### src/inc/ddc_pkg.sv
// Constants for the dither configuration register bank.
package ddc_pkg;
    // Register addresses on the control port
    localparam logic [7:0] ADDR_LEFT_UPPER = 8'h44;
    localparam logic [7:0] ADDR_LEFT_LOWER = 8'h45;
    localparam logic [7:0] ADDR_RIGHT_FIRST = 8'h46;
    localparam logic [7:0] ADDR_RIGHT_SECOND = 8'h47;
    localparam logic [7:0] ADDR_SEC_GAINS = 8'h48;
    // Widths
    localparam int DATA_W = 8;
    localparam int DITHER_W = 11;
    localparam int UPPER_W = 3;
    localparam int RSVD_W = 5;
    localparam int GAIN_W = 2;
    localparam int SAMPLE_W = 24;
    // 1.0 in Q0.11 equals 1/32 FS: code lsb weighs 2^-16 of full scale
    localparam int FS_FRAC_BITS = 5;
    localparam int DITHER_SHIFT = SAMPLE_W - 1 - DITHER_W - FS_FRAC_BITS;
    // Field positions in the secondary gain register
    localparam int LEFT_AC_LSB = 6;
    localparam int RIGHT_AC_LSB = 4;
    localparam int LEFT_DEM_LSB = 2;
    localparam int RIGHT_DEM_LSB = 0;
    // Reset values
    localparam logic [DITHER_W-1:0] DITHER_RESET = 11'h000;
    localparam logic [RSVD_W-1:0] RSVD_RESET = 5'h00;
    localparam logic [GAIN_W-1:0] GAIN_RESET = 2'h1;
    localparam logic [DATA_W-1:0] READ_UNMAPPED = 8'h00;
    // Gain codes
    localparam logic [GAIN_W-1:0] AC_GAIN_EIGHTH = 2'h0;
    localparam logic [GAIN_W-1:0] AC_GAIN_QUARTER = 2'h1;
    localparam logic [GAIN_W-1:0] AC_GAIN_OFF = 2'h3;
    localparam logic [GAIN_W-1:0] DEM_GAIN_HALF = 2'h0;
    localparam logic [GAIN_W-1:0] DEM_GAIN_ONE = 2'h1;
endpackage : ddc_pkg

### src/hdl/ddc_dc_adder.sv
// Adds the Q0.11 DC dither amount into one modulator sample.
module ddc_dc_adder (
    input wire logic signed [ddc_pkg::SAMPLE_W-1:0] sample_i, // Modulator input sample
    input wire logic [ddc_pkg::DITHER_W-1:0] dither_i, // Unsigned dither code
    output logic signed [ddc_pkg::SAMPLE_W-1:0] sum_o // Sample plus dither, saturated
);
    import ddc_pkg::*;

    // Dither lands in the low part of the sample word
    wire logic signed [SAMPLE_W:0] offset_w; // One bit wider, never negative
    wire logic signed [SAMPLE_W:0] wide_sum_w; // Sum before saturation
    wire logic overflow_w; // Positive wrap after the add

    // Code times 2^-16 FS: a plain left shift, zero code adds zero
    assign offset_w = (SAMPLE_W+1)'(dither_i) << DITHER_SHIFT;
    assign wide_sum_w = (SAMPLE_W+1)'(sample_i) + offset_w;
    // Dither is never negative, so only the top can overflow
    assign overflow_w = wide_sum_w[SAMPLE_W] != wide_sum_w[SAMPLE_W-1];
    // Clip rather than wrap: a wrap would give a full-scale click
    assign sum_o = overflow_w ? {1'b0, {(SAMPLE_W-1){1'b1}}} : wide_sum_w[SAMPLE_W-1:0];
endmodule : ddc_dc_adder

### src/hdl/ddc_regs.sv
// Dither configuration registers and primary DC dither injection.
module ddc_regs (
    input wire logic clk_sys_i, // Core clock, 20 MHz
    input wire logic rstn_i, // Synchronous reset, active low
    input wire logic [7:0] reg_addr_i, // Control port register address
    input wire logic reg_wr_i, // Write strobe, one cycle
    input wire logic [ddc_pkg::DATA_W-1:0] reg_wdata_i, // Write data
    input wire logic reg_rd_i, // Read strobe, one cycle
    output logic [ddc_pkg::DATA_W-1:0] reg_rdata_o, // Read data, one cycle after strobe
    output logic reg_rvalid_o, // Read data valid pulse
    input wire logic sample_valid_i, // New modulator samples present
    input wire logic signed [ddc_pkg::SAMPLE_W-1:0] left_sample_i, // Left primary input
    input wire logic signed [ddc_pkg::SAMPLE_W-1:0] right_sample_i, // Right primary input
    output logic signed [ddc_pkg::SAMPLE_W-1:0] left_mod_o, // Left primary, dithered
    output logic signed [ddc_pkg::SAMPLE_W-1:0] right_mod_o, // Right primary, dithered
    output logic mod_valid_o, // Dithered samples valid pulse
    output logic [ddc_pkg::GAIN_W-1:0] left_secondary_ac_gain_o, // Left AC gain code
    output logic [ddc_pkg::GAIN_W-1:0] right_secondary_ac_gain_o, // Right AC gain code
    output logic left_secondary_ac_en_o, // Left AC dither enabled
    output logic right_secondary_ac_en_o, // Right AC dither enabled
    output logic [ddc_pkg::GAIN_W-1:0] left_secondary_dem_gain_o, // Left DEM gain code
    output logic [ddc_pkg::GAIN_W-1:0] right_secondary_dem_gain_o // Right DEM gain code
);
    import ddc_pkg::*;

    // Register map on the control port
    //   0x44: spare bits [7:3], left amount bits 10:8 in [2:0]
    //   0x45: left amount bits 7:0
    //   0x46: spare bits [7:3], right amount bits 10:8 in [2:0]
    //   0x47: right amount bits 7:0
    //   0x48: left AC, right AC, left DEM, right DEM gain codes
    // Gain codes: AC 00 eighth, 01 quarter, 11 off; DEM 00 half, 01 one
    // Reset: amounts zero, spare bits zero, every gain field 01
    // Amounts are unsigned: dither only ever pushes a sample upward
    // One code step is 2^-11 of 1/32 full scale, a left shift of seven
    // Bytes land one at a time, with no shadow copy
    // Hazard: a two-byte change passes one mixed amount to the adders
    // Limitation: mute the path, or accept one odd sample, on rewrites
    // Spare bits are kept only so that software reads back its writes

    // AC dither runs unless the code says off; used for both channels
    // Kept as a function so both channels decode the off code alike
    // Codes 00, 01 and 10 all leave AC dither running
    function automatic logic ac_enabled(input logic [GAIN_W-1:0] code);
        ac_enabled = (code != AC_GAIN_OFF);
    endfunction : ac_enabled

    // Stored fields
    // Only the amount bits feed the adders; spare bits never do
    logic [RSVD_W-1:0] left_rsvd_reg; // Reserved bits, kept for readback
    logic [RSVD_W-1:0] right_rsvd_reg; // Upper bits of the right first byte, readback only
    logic [DITHER_W-1:0] left_primary_dc_dither_reg; // Left 11-bit amount
    logic [DITHER_W-1:0] right_primary_dc_dither_reg; // Right 11-bit amount
    logic [DATA_W-1:0] secondary_dither_gains_reg; // Four packed gains

    // Address decode
    // Full eight-bit compare: aliases would let stray writes move dither
    // One hit per mapped register, unmapped ones hit nothing
    wire logic hit_left_upper_w = reg_addr_i == ADDR_LEFT_UPPER;
    wire logic hit_left_lower_w = reg_addr_i == ADDR_LEFT_LOWER;
    wire logic hit_right_first_w = reg_addr_i == ADDR_RIGHT_FIRST;
    wire logic hit_right_second_w = reg_addr_i == ADDR_RIGHT_SECOND;
    wire logic hit_sec_gains_w = reg_addr_i == ADDR_SEC_GAINS;

    // Write hits: strobe and address together, one per register
    // A write to an unmapped address matches none and is dropped
    // Strobe is one cycle wide, so each hit is exactly one write
    wire logic wr_left_upper_w;
    wire logic wr_left_lower_w;
    wire logic wr_right_first_w;
    wire logic wr_right_second_w;
    wire logic wr_sec_gains_w;
    assign wr_left_upper_w = reg_wr_i && hit_left_upper_w;
    assign wr_left_lower_w = reg_wr_i && hit_left_lower_w;
    assign wr_right_first_w = reg_wr_i && hit_right_first_w;
    assign wr_right_second_w = reg_wr_i && hit_right_second_w;
    assign wr_sec_gains_w = reg_wr_i && hit_sec_gains_w;

    // Next values: each byte write touches only its own slice
    wire logic [RSVD_W-1:0] left_rsvd_next;
    wire logic [RSVD_W-1:0] right_rsvd_next;
    wire logic [DITHER_W-1:0] left_dither_next;
    wire logic [DITHER_W-1:0] right_dither_next;
    wire logic [DATA_W-1:0] sec_gains_next;

    // Spare bits of the first bytes, stored and read back as written
    assign left_rsvd_next = wr_left_upper_w ?
        reg_wdata_i[DATA_W-1:UPPER_W] : left_rsvd_reg;
    assign right_rsvd_next = wr_right_first_w ?
        reg_wdata_i[DATA_W-1:UPPER_W] : right_rsvd_reg;
    // Upper register carries amount bits 10:8, lower carries 7:0
    assign left_dither_next = {
        wr_left_upper_w ? reg_wdata_i[UPPER_W-1:0]
            : left_primary_dc_dither_reg[DITHER_W-1:DATA_W],
        wr_left_lower_w ? reg_wdata_i
            : left_primary_dc_dither_reg[DATA_W-1:0]};
    // Right amount: first register upper three bits, second the low byte
    assign right_dither_next = {
        wr_right_first_w ? reg_wdata_i[UPPER_W-1:0]
            : right_primary_dc_dither_reg[DITHER_W-1:DATA_W],
        wr_right_second_w ? reg_wdata_i
            : right_primary_dc_dither_reg[DATA_W-1:0]};
    // Reserved DEM codes are stored as written; software keeps off them
    // Checking them here would cost a compare and hide what was written
    assign sec_gains_next = wr_sec_gains_w ?
        reg_wdata_i : secondary_dither_gains_reg;

    // Read mux; unmapped addresses read zero
    // Selects from stored state only, so a same-cycle write reads old
    // Unmapped reads give a fixed value, never stale data
    wire logic [DATA_W-1:0] rdata_next;
    assign rdata_next =
        hit_left_upper_w ? {left_rsvd_reg, left_primary_dc_dither_reg[DITHER_W-1:DATA_W]} :
        hit_left_lower_w ? left_primary_dc_dither_reg[DATA_W-1:0] :
        hit_right_first_w ? {right_rsvd_reg, right_primary_dc_dither_reg[DITHER_W-1:DATA_W]} :
        hit_right_second_w ? right_primary_dc_dither_reg[DATA_W-1:0] :
        hit_sec_gains_w ? secondary_dither_gains_reg : READ_UNMAPPED;

    // Register storage, all amounts clear at reset
    // Synchronous reset only: the core clock runs whenever reset is applied
    // No clear on read or write-one: every field is plain read/write
    always_ff @(posedge clk_sys_i) begin
        if (!rstn_i) begin // Reset: no DC dither, gains at 01
            left_rsvd_reg <= RSVD_RESET;
            right_rsvd_reg <= RSVD_RESET;
            left_primary_dc_dither_reg <= DITHER_RESET;
            right_primary_dc_dither_reg <= DITHER_RESET;
            secondary_dither_gains_reg <= {GAIN_RESET, GAIN_RESET, GAIN_RESET, GAIN_RESET};
        end else begin
            left_rsvd_reg <= left_rsvd_next;
            right_rsvd_reg <= right_rsvd_next;
            left_primary_dc_dither_reg <= left_dither_next;
            right_primary_dc_dither_reg <= right_dither_next;
            secondary_dither_gains_reg <= sec_gains_next;
        end
    end

    // Read answer, registered
    // Data holds between reads so a slow master may sample it late
    // Valid is a one-cycle pulse that marks the fresh answer
    // Reads have no side effects, so repeated reads are harmless
    // Read data only moves on a read, which keeps the port quiet
    always_ff @(posedge clk_sys_i) begin
        if (!rstn_i) begin
            reg_rdata_o <= READ_UNMAPPED;
            reg_rvalid_o <= 1'b0;
        end else begin
            reg_rdata_o <= reg_rd_i ? rdata_next : reg_rdata_o;
            reg_rvalid_o <= reg_rd_i;
        end
    end

    // Field slices of the gain register
    // Fixed positions from the package, one slice per field
    // A moved field only needs a change of the package constant
    wire logic [GAIN_W-1:0] left_ac_w = secondary_dither_gains_reg[LEFT_AC_LSB +: GAIN_W];
    wire logic [GAIN_W-1:0] right_ac_w = secondary_dither_gains_reg[RIGHT_AC_LSB +: GAIN_W];
    wire logic [GAIN_W-1:0] left_dem_w = secondary_dither_gains_reg[LEFT_DEM_LSB +: GAIN_W];
    wire logic [GAIN_W-1:0] right_dem_w = secondary_dither_gains_reg[RIGHT_DEM_LSB +: GAIN_W];
    // AC enables decoded once per channel
    wire logic left_ac_en_w = ac_enabled(left_ac_w);
    wire logic right_ac_en_w = ac_enabled(right_ac_w);

    // Gain outputs, one flop after the register
    // The extra flop keeps every top output straight from a flip-flop
    // Cost: gains take effect one cycle after the write
    // Enables share that flop, so code and enable never disagree
    // Reset values match the register reset, so outputs never glitch
    always_ff @(posedge clk_sys_i) begin
        if (!rstn_i) begin
            left_secondary_ac_gain_o <= GAIN_RESET;
            right_secondary_ac_gain_o <= GAIN_RESET;
            left_secondary_ac_en_o <= 1'b1;
            right_secondary_ac_en_o <= 1'b1;
            left_secondary_dem_gain_o <= GAIN_RESET;
            right_secondary_dem_gain_o <= GAIN_RESET;
        end else begin
            left_secondary_ac_gain_o <= left_ac_w;
            right_secondary_ac_gain_o <= right_ac_w;
            left_secondary_ac_en_o <= left_ac_en_w;
            right_secondary_ac_en_o <= right_ac_en_w;
            left_secondary_dem_gain_o <= left_dem_w;
            right_secondary_dem_gain_o <= right_dem_w;
        end
    end

    // Dither injection, one adder per channel
    // Index 0 is left, index 1 is right, throughout this section
    // Adders are plain logic; only the output stage below is clocked
    // Saturation lives in the adder, so no wrap reaches the modulator
    wire logic signed [SAMPLE_W-1:0] sample_w [2];
    wire logic [DITHER_W-1:0] dither_w [2];
    wire logic signed [SAMPLE_W-1:0] sum_w [2];
    assign sample_w[0] = left_sample_i;
    assign sample_w[1] = right_sample_i;
    assign dither_w[0] = left_primary_dc_dither_reg;
    assign dither_w[1] = right_primary_dc_dither_reg;

    // Same adder for both channels, built by a generate loop
    // Each instance sees only its own channel's amount
    for (genvar ch = 0; ch < 2; ch++) begin : g_chan
        ddc_dc_adder u_add (
            .sample_i(sample_w[ch]),
            .dither_i(dither_w[ch]),
            .sum_o(sum_w[ch])
        );
    end

    // Output samples held between valid pulses
    // Dither in use is whatever is stored at the taking edge
    // Holding the old pair keeps the modulator input steady
    // Valid is the input strobe delayed by one cycle
    // No back-pressure: a new sample every cycle is taken
    always_ff @(posedge clk_sys_i) begin
        if (!rstn_i) begin
            left_mod_o <= '0;
            right_mod_o <= '0;
            mod_valid_o <= 1'b0;
        end else begin
            left_mod_o <= sample_valid_i ? sum_w[0] : left_mod_o;
            right_mod_o <= sample_valid_i ? sum_w[1] : right_mod_o;
            mod_valid_o <= sample_valid_i;
        end
    end
endmodule : ddc_regs

### config.mk
export PLATFORM = sky130hd
export DESIGN_NAME = ddc_regs
export DESIGN_NICKNAME = d
export VERILOG_FILES = /design/src/inc/ddc_pkg.sv /design/src/hdl/ddc_dc_adder.sv /design/src/hdl/ddc_regs.sv
export SDC_FILE = /design/constraint.sdc
export NUM_CORES = 1
export LEC_CHECK = 0
export BUFFER_PORTS_ARGS = -buffer_cell sky130_fd_sc_hd__buf_2
export CAP_MARGIN = 5
export CORE_AREA = 2 2 101 128
export CTS_CLUSTER_SIZE = 40
export DETAILED_ROUTE_END_ITERATION = 10
export DIE_AREA = 0 0 103 130
export PLACE_DENSITY = 0.71
export SLEW_MARGIN = 10
export SYNTH_ARGS = -nofsm -noshare
export SYNTH_HDL_FRONTEND = slang
export SYNTH_HIERARCHICAL = 1
export SYNTH_SLANG_ARGS = --single-unit
### constraint.sdc
create_clock -name clk_sys_i -period 5.55 [get_ports clk_sys_i]
set_input_delay 1.665 -clock clk_sys_i [delete_from_list [all_inputs] [get_ports clk_sys_i]]
set_output_delay 1.665 -clock clk_sys_i [all_outputs]
set_load 0.02 [all_outputs]
======== After elaboration in Yosys (flattened, before gate mapping) ========
Cells that the tools add are included.
word-level totals
  word-level logic and storage cells ...... 41
  register bits after elaboration ......... 108
  input port bits ......................... 69
  output and inout bits ................... 68
operators by class
  equality and inequality tests ........... 9
  reductions and logical operators ........ 5
  multiplexer cells ....................... 7
  $add $sub $neg .......................... 2
operators with widths
  kind                  number
  $add A24 B19 Y25      2
  $mux W24              2
  $eq A8 B7 Y1 const B  5
  $mux W8               5
  $logic_and A1 B1 Y1   5
  $ne A2 B2 Y1 const B  2
  $ne A1 B1 Y1          2

======== Longest topological paths before layout ========
Gate-level depths: netlist of the first run.
  depth in word-level cells ............... 6
  depth in mapped cells ................... 14
  mapped depth without buffers ............ 13

======== By module ========
Netlist of the first run, hierarchy kept.
modules (own cells, without submodules)
  module        area an instance (um^2)  cells an instance  instances  sequential area each (um^2)
  ddc_regs      4322.9                   425                1          2162.1
  ddc_dc_adder  704.4                    103                2          0.0

======== Worst setup path before layout of the first run ========
Ideal clock, no wire load.
  kind .................................... input to register
  from .................................... input right_sample_i[11] (netlist bit)
  to ...................................... register right_mod_o[22] (netlist bit)
  cell stages on the path ................. 13
  slack ................................... 1346 ps
  library setup time ...................... 117 ps
  required time ........................... 5433 ps
  arrival ................................. 4088 ps
  buffers on the path ..................... 1
  path through ............................ ha_1 > a21o_1 > a31o_1 > o21a_1 > o41ai_4 > nor2_1 > a21boi_0 > ha_1 > inv_1 > clkbuf_1 > nand3_1 > mux2i_1 > nor2b_1
RTL lines
  element               RTL line         source
  start, declared       ddc_regs.sv:13   input wire logic signed [ddc_pkg::SAMPLE_W-1:0] right_sample_i,
  end signal, assigned  ddc_regs.sv:221  right_mod_o <= sample_valid_i ? sum_w[1] : right_mod_o;
  end, declared         ddc_regs.sv:15   output logic signed [ddc_pkg::SAMPLE_W-1:0] right_mod_o,

==> results of run 1 <==
==> power breakdown <==
| part | switching, W | total [W] | internal (W) |
|---|---|---|---|
| Sequential | 0.0000171 | 0.000825 | 0.000808 |
| Clock | 0.000287 | 0.000638 | 0.000350 |
| Combinational | 0.000161 | 0.000271 | 0.000109 |
| Total | 0.000466 | 0.00173 | 0.00127 |
==> layout by cell type, fill, tap and decap left out, types with 16 or more instances in the layout <==
master   instances
nand2_1         52
dfxtp_1        108
nor2b_1         75
ha_1            24
or2_2           20
a21oi_1         20
buf_2          136
mux2i_1         74
inv_1           16
nand3_1         26
o21ai_0         40
==> cell usage after synthesis (4+ instances only) <==
cell type | number | area, um2
dfxtp_1 | 108 | 2160
nor2b_1 | 75 | 469
mux2i_1 | 74 | 741
nand2_1 | 52 | 195
o21ai_0 | 40 | 200
clkbuf_1 | 28 | 105
nand3_1 | 26 | 130
ha_1 | 24 | 300
a21oi_1 | 20 | 100
or2_2 | 20 | 125
inv_1 | 16 | 60.1
nor2_1 | 14 | 52.6
a21o_1 | 10 | 75.1
a31oi_1 | 10 | 62.6
xnor2_1 | 10 | 87.6
xor2_1 | 10 | 87.6
o211ai_1 | 8 | 60.1
o221ai_1 | 8 | 70.1
and2_1 | 7 | 43.8
and3_1 | 6 | 37.5
buf_1 | 6 | 22.5
nand4_1 | 6 | 37.5
or3b_1 | 5 | 43.8
a221o_1 | 4 | 40.0
buf_2 | 4 | 20.0
nand4b_1 | 4 | 35.0
nor3b_1 | 4 | 30.0
o311ai_0 | 4 | 35.0
or3_2 | 4 | 30.0
==> layer usage <==
layer | track usage [%] | vias to the layer above
li1 | - | 2444
met1 | 26.2 | 2295
met2 | 37.4 | 174
met3 | 2.79 | 36
met4 | 11.7 | 0
met5 | 0 | -
==> worst paths after layout <==
check | startpoint | end | slack (ps)
worst max-delay path | left_sample_i[11] | left_mod_o[21]$_SDFFE_PN0P_ | 1160
worst min-delay path | secondary_dither_gains_reg[4]$_SDFFE_PN1P_ | right_secondary_ac_en_o$_SDFF_PN1_ | 410
worst max register to register | left_primary_dc_dither_reg[4]$_SDFFE_PN0P_ | left_mod_o[21]$_SDFFE_PN0P_ | 2240
worst min register to register | secondary_dither_gains_reg[4]$_SDFFE_PN1P_ | right_secondary_ac_en_o$_SDFF_PN1_ | 410
==> cell type report <==
| type | instances | area (um2) |
|---|---|---|
| inverters | 16 | 60.1 |
| repair buffers | 139 | 703 |
| multi-input cells | 469 | 3370 |
| fillers | 1184 | 5520 |
| flip-flops and latches | 108 | 2160 |
| clock buffers | 10 | 229 |
| clock inverters | 6 | 63.8 |
| well taps | 168 | 210 |
==> stage by stage <==
| step | instances | setup slack (ps) | power (W) |
|---|---|---|---|
| 2_1_floorplan | 631 | 1350 | 0.00102 |
| 3_3_place_gp | 900 | 1000 | 0.00110 |
| 3_5_place_dp | 900 | 861 | 0.00111 |
| 4_1_cts | 916 | 1200 | 0.00175 |
| 5_1_grt | 916 | 867 | 0.00180 |
| 6_report | 916 | 1160 | 0.00173 |
==> kinds of logic (layout without fill, tap and decap cells) <==
kind of cell	after synthesis	count (layout)	synth area share (%)
flops	108	108	37.7
xor+xnor	20	20	3.06
compound gates	114	114	13.4
fa+ha+maj	26	26	5.94
buf+inv	54	171	3.62
simple gates	235	235	23.3
mux	74	74	12.9
==> impl_metrics.csv, run 1 <==
group,metric,value,unit
floorplanning,ios,137,
detailed_routing,wl_met1,6.23,mm
timing,max_slew_margin,33.2,%
grt,grt_overflow,0,
clock_network,postCtsHoldBufs,0,
setup_path,reg2reg_depth,12,
setup_path,worst_setup_path_start_kind,"input pin",
finish,area_delta_synth_final,18.6,%
timing,finalSetupTns,0,ps
finish,antennaDiodeCount,0,
timing,fin_crit_sh,79.0,%
detailed_routing,drtPass1Iterations,5,
yosys,ys_seq_area_share,37.7,%
grt,grt_pass1_vias,4712,
placement,dpl_cell_area,6500,um2
yosys,avgSynthCellArea,9.08,um2
finish,layout-drive-gt1-share,25.0,%
grt,grt_pass1_wl,22.8,mm
clock_network,cts_resized,0,
yosys,ys.flop_type,"dfxtp_1",
floorplanning,dieHeight,130,um
setup_path,crit_path_top_delay_cell,"o41ai_4",
setup_path,cp.required,5790,ps
setup_path,crit_type,"input pin to flop",
setup_path,end_kind,"flop",
timing,drv_slew,0,
setup_path,slowest_delay,440,ps
worst_hold_path,hold_depth,1,
floorplanning,coreArea,12300,um2
yosys,synth_edf_count,0,
clock_network,cts_buffers,9,
timing,fmax,228,MHz
status,run_status,"finished clean",
clock_network,cts_tree,"yes",
detailed_routing,met2_length,7.18,mm
clock_network,clk_pin_slew,70,ps
clock_network,cts.sinks,108,
setup_path,crit_family,"compound AO/OA/AOI/OAI gates",
finish,final_util,55.2,%
yosys,ys_ff_latch,108,
detailed_routing,drtAntennaViolNets,0,
yosys,synth_cell_type_count,44,
timing,rsz0062_at_grt,"no",
placement,hpwl,11.2,mm
detailed_routing,drc,0,
clock_network,htreeDepth,3,
grt,grt.total_usage,21.8,%
job,cap_viol_max_count,0,
placement,port_buffers,136,
finish,reg_top3,"left_mod_o (24), right_mod_o (24)",
grt,antenna_found_initial,0,
setup_path,cp_common_cell,"ha_1",
clock_network,clock_tree.root_cell,"clkbuf_16",
clock_network,clk_latency,350,ps
detailed_routing,routedWlPerCell,16.0,um
detailed_routing,drt_iter0_markers,275,
finish,layout.nets,838,
setup_path,crit_arrival,4620,ps
power_and_ir_drop,power_density,255,nW/um2
detailed_routing,avgViaCountPerCell,5.40,
setup_path,cp_max_fo,13,
yosys,synth_area,5730,um2
detailed_routing,postRouteWirelength,14.7,mm
floorplanning,rows,46,
timing,holdWs,410,ps
timing,final_hold_viol_count,0,
setup_path,path_buf_inv,2,
timing,fin_crit,4390,ps
grt,grt_max_degree,68,
power_and_ir_drop,vdd_drop_max,0.120,mV
setup_path,worst-path-stages,13,
yosys,async_reset_ff_share,0,%
worst_hold_path,hp-class,"flop to flop",
timing,tightest_slew,1000,ps
yosys,synthCells,631,
floorplanning,dieWidth,103,um
timing,skew,7.00,ps
floorplanning,start_util,46.5,%
clock_network,clockBufferDepth,2,
placement,gp_congestion,0.932,
detailed_routing,vias,4949,
power_and_ir_drop,leakage,3.15,nW
detailed_routing,met3_wirelength,762,um
yosys,yosysWarnings,6,
clock_network,cts_setup_buffers,0,
floorplanning,die-area,13400,um2
yosys,synthesis.nets,726,
finish,finalInstanceArea,6800,um2
timing,setup_viol,0,
setup_path,path_cells,"buf_2, ha_1, a21o_1, a31o_1, o21a_1, o41ai_4, nor2_1, a21boi_0, ha_1, inv_1, o21ai_0, mux2i_1, nor2b_1",
detailed_routing,top_layer_used,"met4",
Note: power is estimated with default switching activity, not from simulation.
==> inputs of run 2 (changes only) <==
Clock period 5.55 ns to 4.5 ns, I/O delays scaled along.
==> impl_metrics.csv, run 2 (synthesis results as in run 1) <==
group,metric,value,unit
status,run_status,"finished clean",
floorplanning,ios,137,
placement,hpwl,11.1,mm
placement,port_buffers,136,
clock_network,clockBufferDepth,2,
detailed_routing,routedWlPerCell,16.0,um
clock_network,cts_resized,0,
power_and_ir_drop,power_density,312,nW/um2
floorplanning,dieHeight,130,um
grt,grt.total_usage,22.1,%
clock_network,postCtsHoldBufs,0,
finish,area_delta_synth_final,18.9,%
timing,finalSetupTns,0,ps
detailed_routing,postRouteWirelength,14.7,mm
detailed_routing,drc,0,
timing,fin_crit,4030,ps
finish,layout_common_cells,"buf_2 (136), dfxtp_1 (108), nor2b_1 (75)",
timing,setup_viol,0,
grt,grt_pass1_wl,23.2,mm
timing,skew,5.47,ps
timing,rsz0062_at_grt,"no",
power_and_ir_drop,vdd_drop_max,0.169,mV
setup_path,cp_max_fo,13,
floorplanning,dieWidth,103,um
clock_network,cts_buffers,9,
timing,fin_crit_sh,89.5,%
clock_network,htreeDepth,3,
timing,tightest_slew,994,ps
setup_path,crit_type,"input pin to flop",
grt,grt_pass1_vias,4726,
grt,grt_overflow,0,
finish,final_common_cell,"buf_2",
setup_path,worst_setup_path_start_kind,"input pin",
timing,final_hold_viol_count,0,
setup_path,r2r-start,"right_primary_dc_dither_reg[4]$_SDFFE_PN0P_",
finish,layout.nets,842,
setup_path,end_kind,"flop",
detailed_routing,vias,4953,
clock_network,cts_setup_buffers,0,
grt,antenna_found_initial,0,
floorplanning,coreArea,12300,um2
setup_path,worstSetupStartpoint,"right_sample_i[11]",
grt,grt_max_degree,67,
placement,gp_congestion,0.915,
floorplanning,die-area,13400,um2
setup_path,crit_arrival,4260,ps
detailed_routing,drt_iter0_markers,206,
clock_network,clock_tree.root_cell,"clkbuf_16",
floorplanning,rows,46,
clock_network,cts_tree,"yes",
timing,drv_slew,0,
power_and_ir_drop,total_power,0.00212,W
power_and_ir_drop,leakage,3.17,nW
finish,antennaDiodeCount,0,
floorplanning,start_util,46.5,%
job,cap_viol_max_count,0,
timing,fmax,248,MHz
timing,max_slew_margin,33.7,%
detailed_routing,drtAntennaViolNets,0,
clock_network,cts.sinks,108,
clock_network,clk_pin_slew,60,ps
detailed_routing,avgViaCountPerCell,5.40,
setup_path,cp.required,4740,ps
worst_hold_path,worstHoldStart,"secondary_dither_gains_reg[4]$_SDFFE_PN1P_",
finish,reg_top3,"left_mod_o (24), right_mod_o (24)",
clock_network,clk_latency,350,ps
detailed_routing,drtPass1Iterations,4,
worst_hold_path,hp-class,"flop to flop",
finish,layout-drive-gt1-share,25.1,%
run 2: cell types whose count changed in the layout (fill, tap and decap cells not counted):
cell | previous run | this run
inv_6 | 1 | 0
clkinvlp_4 | 2 | 1
clkbuf_8 | 0 | 1
buf_4 | 3 | 7
clkinv_2 | 2 | 0
run 2: report_power, final:
part | internal (W) | switching, W
Sequential | 0.000996 | 0.0000217
Combinational | 0.000136 | 0.000198
Clock | 0.000438 | 0.000334
run 2: cell type report:
cell class / count / area, um2
clock buffer: 11 / 243
clock inverter: 2 / 37.5
fill: 1149 / 5500
inverter: 16 / 60.1
multi-input combinational: 469 / 3370
sequential: 108 / 2160
tap: 168 / 210
timing repair buffer: 143 / 733
run 2: worst paths after layout:
kind / endpoint / slack [ps] / cells after the start
hold reg to reg: right_secondary_ac_en_o$_SDFF_PN1_ / 410 / 1
setup / recovery: right_mod_o[19]$_SDFFE_PN0P_ / 470 / 13
hold / removal: right_secondary_ac_en_o$_SDFF_PN1_ / 410 / 1
setup reg to reg: right_mod_o[19]$_SDFFE_PN0P_ / 1240 / 12
run 2: metrics by stage:
| stage | utilization (%) | setup WS [ps] | hold slack (ps) | cells | area [um2] |
|---|---|---|---|---|---|
| global route | 55.3 | 149 | 435 | 917 | 6810 |
| floorplan | - | 611 | 371 | 631 | 5730 |
| global placement | 53.0 | 282 | 386 | 904 | 6530 |
| finish | 55.3 | 472 | 405 | 917 | 6810 |
| CTS | 55.3 | 516 | 410 | 917 | 6810 |
| detailed placement | 53.0 | 179 | 394 | 904 | 6530 |
run 2: worst max-delay path, cell delays in order:
cell      delay (ps)
buf_2            100
ha_1             350
a21o_1           220
a31o_1           200
o21a_1           230
o41ai_4          430
nor2_1           100
a21boi_0         210
ha_1             360
inv_1            330
o21ai_0          160
mux2i_1          160
nor2b_1           60
run 2: layer usage:
| layer | share of wire, % | up-vias | track usage [%] |
|---|---|---|---|
| met2 | 48 | 168 | 36.7 |
| li1 | - | 2447 | - |
| met3 | 5.5 | 35 | 2.79 |
| met4 | 3.6 | 0 | 11.4 |
| met1 | 43 | 2303 | 27.9 |
| met5 | 0 | - | 0 |
==> inputs of run 3 (changes only) <==
Settings changed: ABC_AREA from default to 1, CORE_AREA 2 2 101 128 to 2 2 105 132, DIE_AREA 0 0 103 130 to 0 0 107 134, TNS_END_PERCENT from default to 5.
==> impl_metrics.csv, run 3 <==
group,metric,value,unit
status,run_status,"finished clean",
yosys,synth_top_area_share,35.1,%
grt,grt.total_usage,22.7,%
setup_path,cp.required,4750,ps
placement,hpwl,12.2,mm
finish,reg_top3,"left_mod_o (24), right_mod_o (24)",
floorplanning,coreArea,13100,um2
power_and_ir_drop,combPwrFrac,14.7,%
power_and_ir_drop,leakage,3.75,nW
timing,max_slew_margin,45.4,%
yosys,avgSynthCellArea,6.52,um2
detailed_routing,drtPass1Iterations,5,
yosys,synth_edf_count,0,
clock_network,cts.sinks,108,
setup_path,crit_type,"input pin to flop",
detailed_routing,drc,0,
detailed_routing,postRouteWirelength,16.4,mm
detailed_routing,vias,6174,
timing,drv_slew,0,
floorplanning,die-area,14300,um2
yosys,synth_top_cell_by_area,"dfxtp_1",
floorplanning,ios,137,
finish,layout_common_cells,"nand2_1 (194), nor2_1 (152), buf_2 (136)",
worst_hold_path,hp-class,"flop to flop",
grt,grt_pass1_wl,26.1,mm
finish,finalInstanceArea,7220,um2
detailed_routing,drtAntennaViolNets,0,
timing,fin_crit_sh,78.2,%
setup_path,end_kind,"flop",
timing,setup_viol,0,
power_and_ir_drop,p_sw_share,28.7,%
floorplanning,rows,47,
yosys,synth_cell_type_count,37,
yosys,synthCells,945,
yosys,synth_area,6170,um2
finish,layout.nets,1155,
clock_network,clk_pin_slew,80,ps
yosys,ys_ff_latch,108,
detailed_routing,routedWlPerCell,13.3,um
power_and_ir_drop,p_sw,0.000625,W
timing,skew,9.56,ps
grt,antenna_found_initial,0,
job,cap_viol_max_count,0,
clock_network,cts_buffers,9,
floorplanning,dieWidth,107,um
grt,grt_max_degree,91,
timing,rsz0062_at_grt,"no",
power_and_ir_drop,vdd_drop_max,0.148,mV
finish,layout-drive-gt1-share,19.2,%
placement,gp_congestion,0.921,
setup_path,worst_setup_path_start_kind,"input pin",
power_and_ir_drop,power_density,301,nW/um2
timing,final_hold_viol_count,0,
finish,final_common_cell,"nand2_1",
yosys,ys.flop_type,"dfxtp_1",
clock_network,cts_resized,0,
grt,grt_overflow,0,
clock_network,cts_setup_buffers,0,
timing,fin_crit,3520,ps
detailed_routing,drt_iter0_markers,499,
clock_network,htreeDepth,3,
yosys,ys_seq_area_share,35.1,%
grt,grt_pass1_vias,5512,
floorplanning,start_util,47.0,%
yosys,synthesis.nets,1040,
placement,port_buffers,136,
placement,dpl_cell_area,6910,um2
clock_network,postCtsHoldBufs,0,
yosys,netlist_top_cells_area,"dfxtp_1 (35%), nand2_1 (12%), nor2_1 (9.3%), inv_1 (7.8%), o21ai_0 (7.6%)",
setup_path,crit_arrival,3760,ps
finish,area_delta_synth_final,17.1,%
timing,tightest_slew,818,ps
setup_path,cp_max_fo,13,
timing,finalSetupTns,0,ps
clock_network,clockBufferDepth,2,
clock_network,cts_tree,"yes",
yosys,async_reset_ff_share,0,%
detailed_routing,avgViaCountPerCell,5.00,
yosys,yosysMostFrequentCell,"nand2_1",
power_and_ir_drop,clkPwrFrac,38.8,%
timing,fmax,284,MHz
clock_network,clk_latency,350,ps
power_and_ir_drop,p_int,0.00155,W
yosys,yosysWarnings,6,
yosys,synthTopCellsByCount,"nand2_1 (194), nor2_1 (152), inv_1 (128), dfxtp_1 (108), o21ai_0 (94)",
clock_network,clock_tree.root_cell,"clkbuf_16",
finish,antennaDiodeCount,0,
floorplanning,dieHeight,134,um
power_and_ir_drop,pwr-share-seq,46.5,%
-- run 3: changes by cell type after synthesis, sizes merged, moves of 10 or more --
cell,previous run,this run
a21o,10,0
nor2b,75,0
mux2i,74,0
nand3,26,66
nand2,52,200
o21ai,40,100
a31oi,10,0
inv,16,133
xnor2,10,0
nor2,14,159
a21oi,20,60
-- run 3: area by class of cell --
class,count,area [um2]
well taps,171,214
flip-flops and latches,108,2160
clock inverters,7,88.8
repair buffers,139,703
clock buffers,9,225
inverters,133,499
multi-input cells,669,3330
fillers,1331,5890
-- run 3: kinds of logic (layout without fill, tap and decap cells) --
family	after synthesis	after routing	share of synthesized area (%)
compound gates	172	172	14.9
xor+xnor	2	2	0.284
fa+ha+maj	26	26	5.52
buf+inv	168	288	11.0
flops	108	108	35.1
simple gates	469	469	33.2
-- run 3: stage by stage --
| step | hold slack, ps | utilization (%) | power (W) | setup WS, ps | cells |
|---|---|---|---|---|---|
| after CTS | 424 | 55.1 | 0.00219 | 1040 | 1236 |
| after floorplan | 378 | - | 0.00123 | 1070 | 945 |
| after global placement | 398 | 52.7 | 0.00135 | 726 | 1220 |
| after global routing | 440 | 55.1 | 0.00226 | 763 | 1236 |
| after detailed placement | 405 | 52.7 | 0.00135 | 674 | 1220 |
| final | 420 | 55.1 | 0.00217 | 982 | 1236 |
-- run 3: power by group through the flow --
stage / combinational (W) / sequential (W) / clock [W]
finish: 0.000320 / 0.00101 / 0.000843
CTS: 0.000321 / 0.00101 / 0.000857
floorplan: 0.000158 / 0.00108 / 0
global route: 0.000356 / 0.00101 / 0.000894
detailed placement: 0.000319 / 0.00103 / 0
global placement: 0.000318 / 0.00103 / 0
-- run 3: worst paths after layout --
path / startpoint / to / slack (ps) / cells past startpoint
worst max-delay path: right_sample_i[7] / right_mod_o[9]$_SDFFE_PN0P_ / 980 / 16
worst min register to register: secondary_dither_gains_reg[6]$_SDFFE_PN1P_ / left_secondary_ac_en_o$_SDFF_PN1_ / 420 / 1
worst max register to register: right_primary_dc_dither_reg[0]$_SDFFE_PN0P_ / right_mod_o[9]$_SDFFE_PN0P_ / 1750 / 15
worst min-delay path: secondary_dither_gains_reg[6]$_SDFFE_PN1P_ / left_secondary_ac_en_o$_SDFF_PN1_ / 420 / 1
-- run 3: critical path, stage by stage --
cell and delay (ps):
buf_2 110, ha_1 220, fa_1 400, nand2_2 110, a21oi_2 80, nand2_1 70, nand2_1 80, nand2_1 80
nand2_1 50, nand2_1 50, nand2_1 50, ha_1 420, inv_1 350, o21ai_0 160, nor2_1 130, nor2_1 60
-- run 3: routing by layer --
layer	track usage (%)	share of wire [%]	vias to the layer above
li1	-	-	3242
met1	28.6	45	2719
met2	39.0	48	186
met3	3.30	5.0	27
met4	8.66	2.5	0
met5	0	0	-
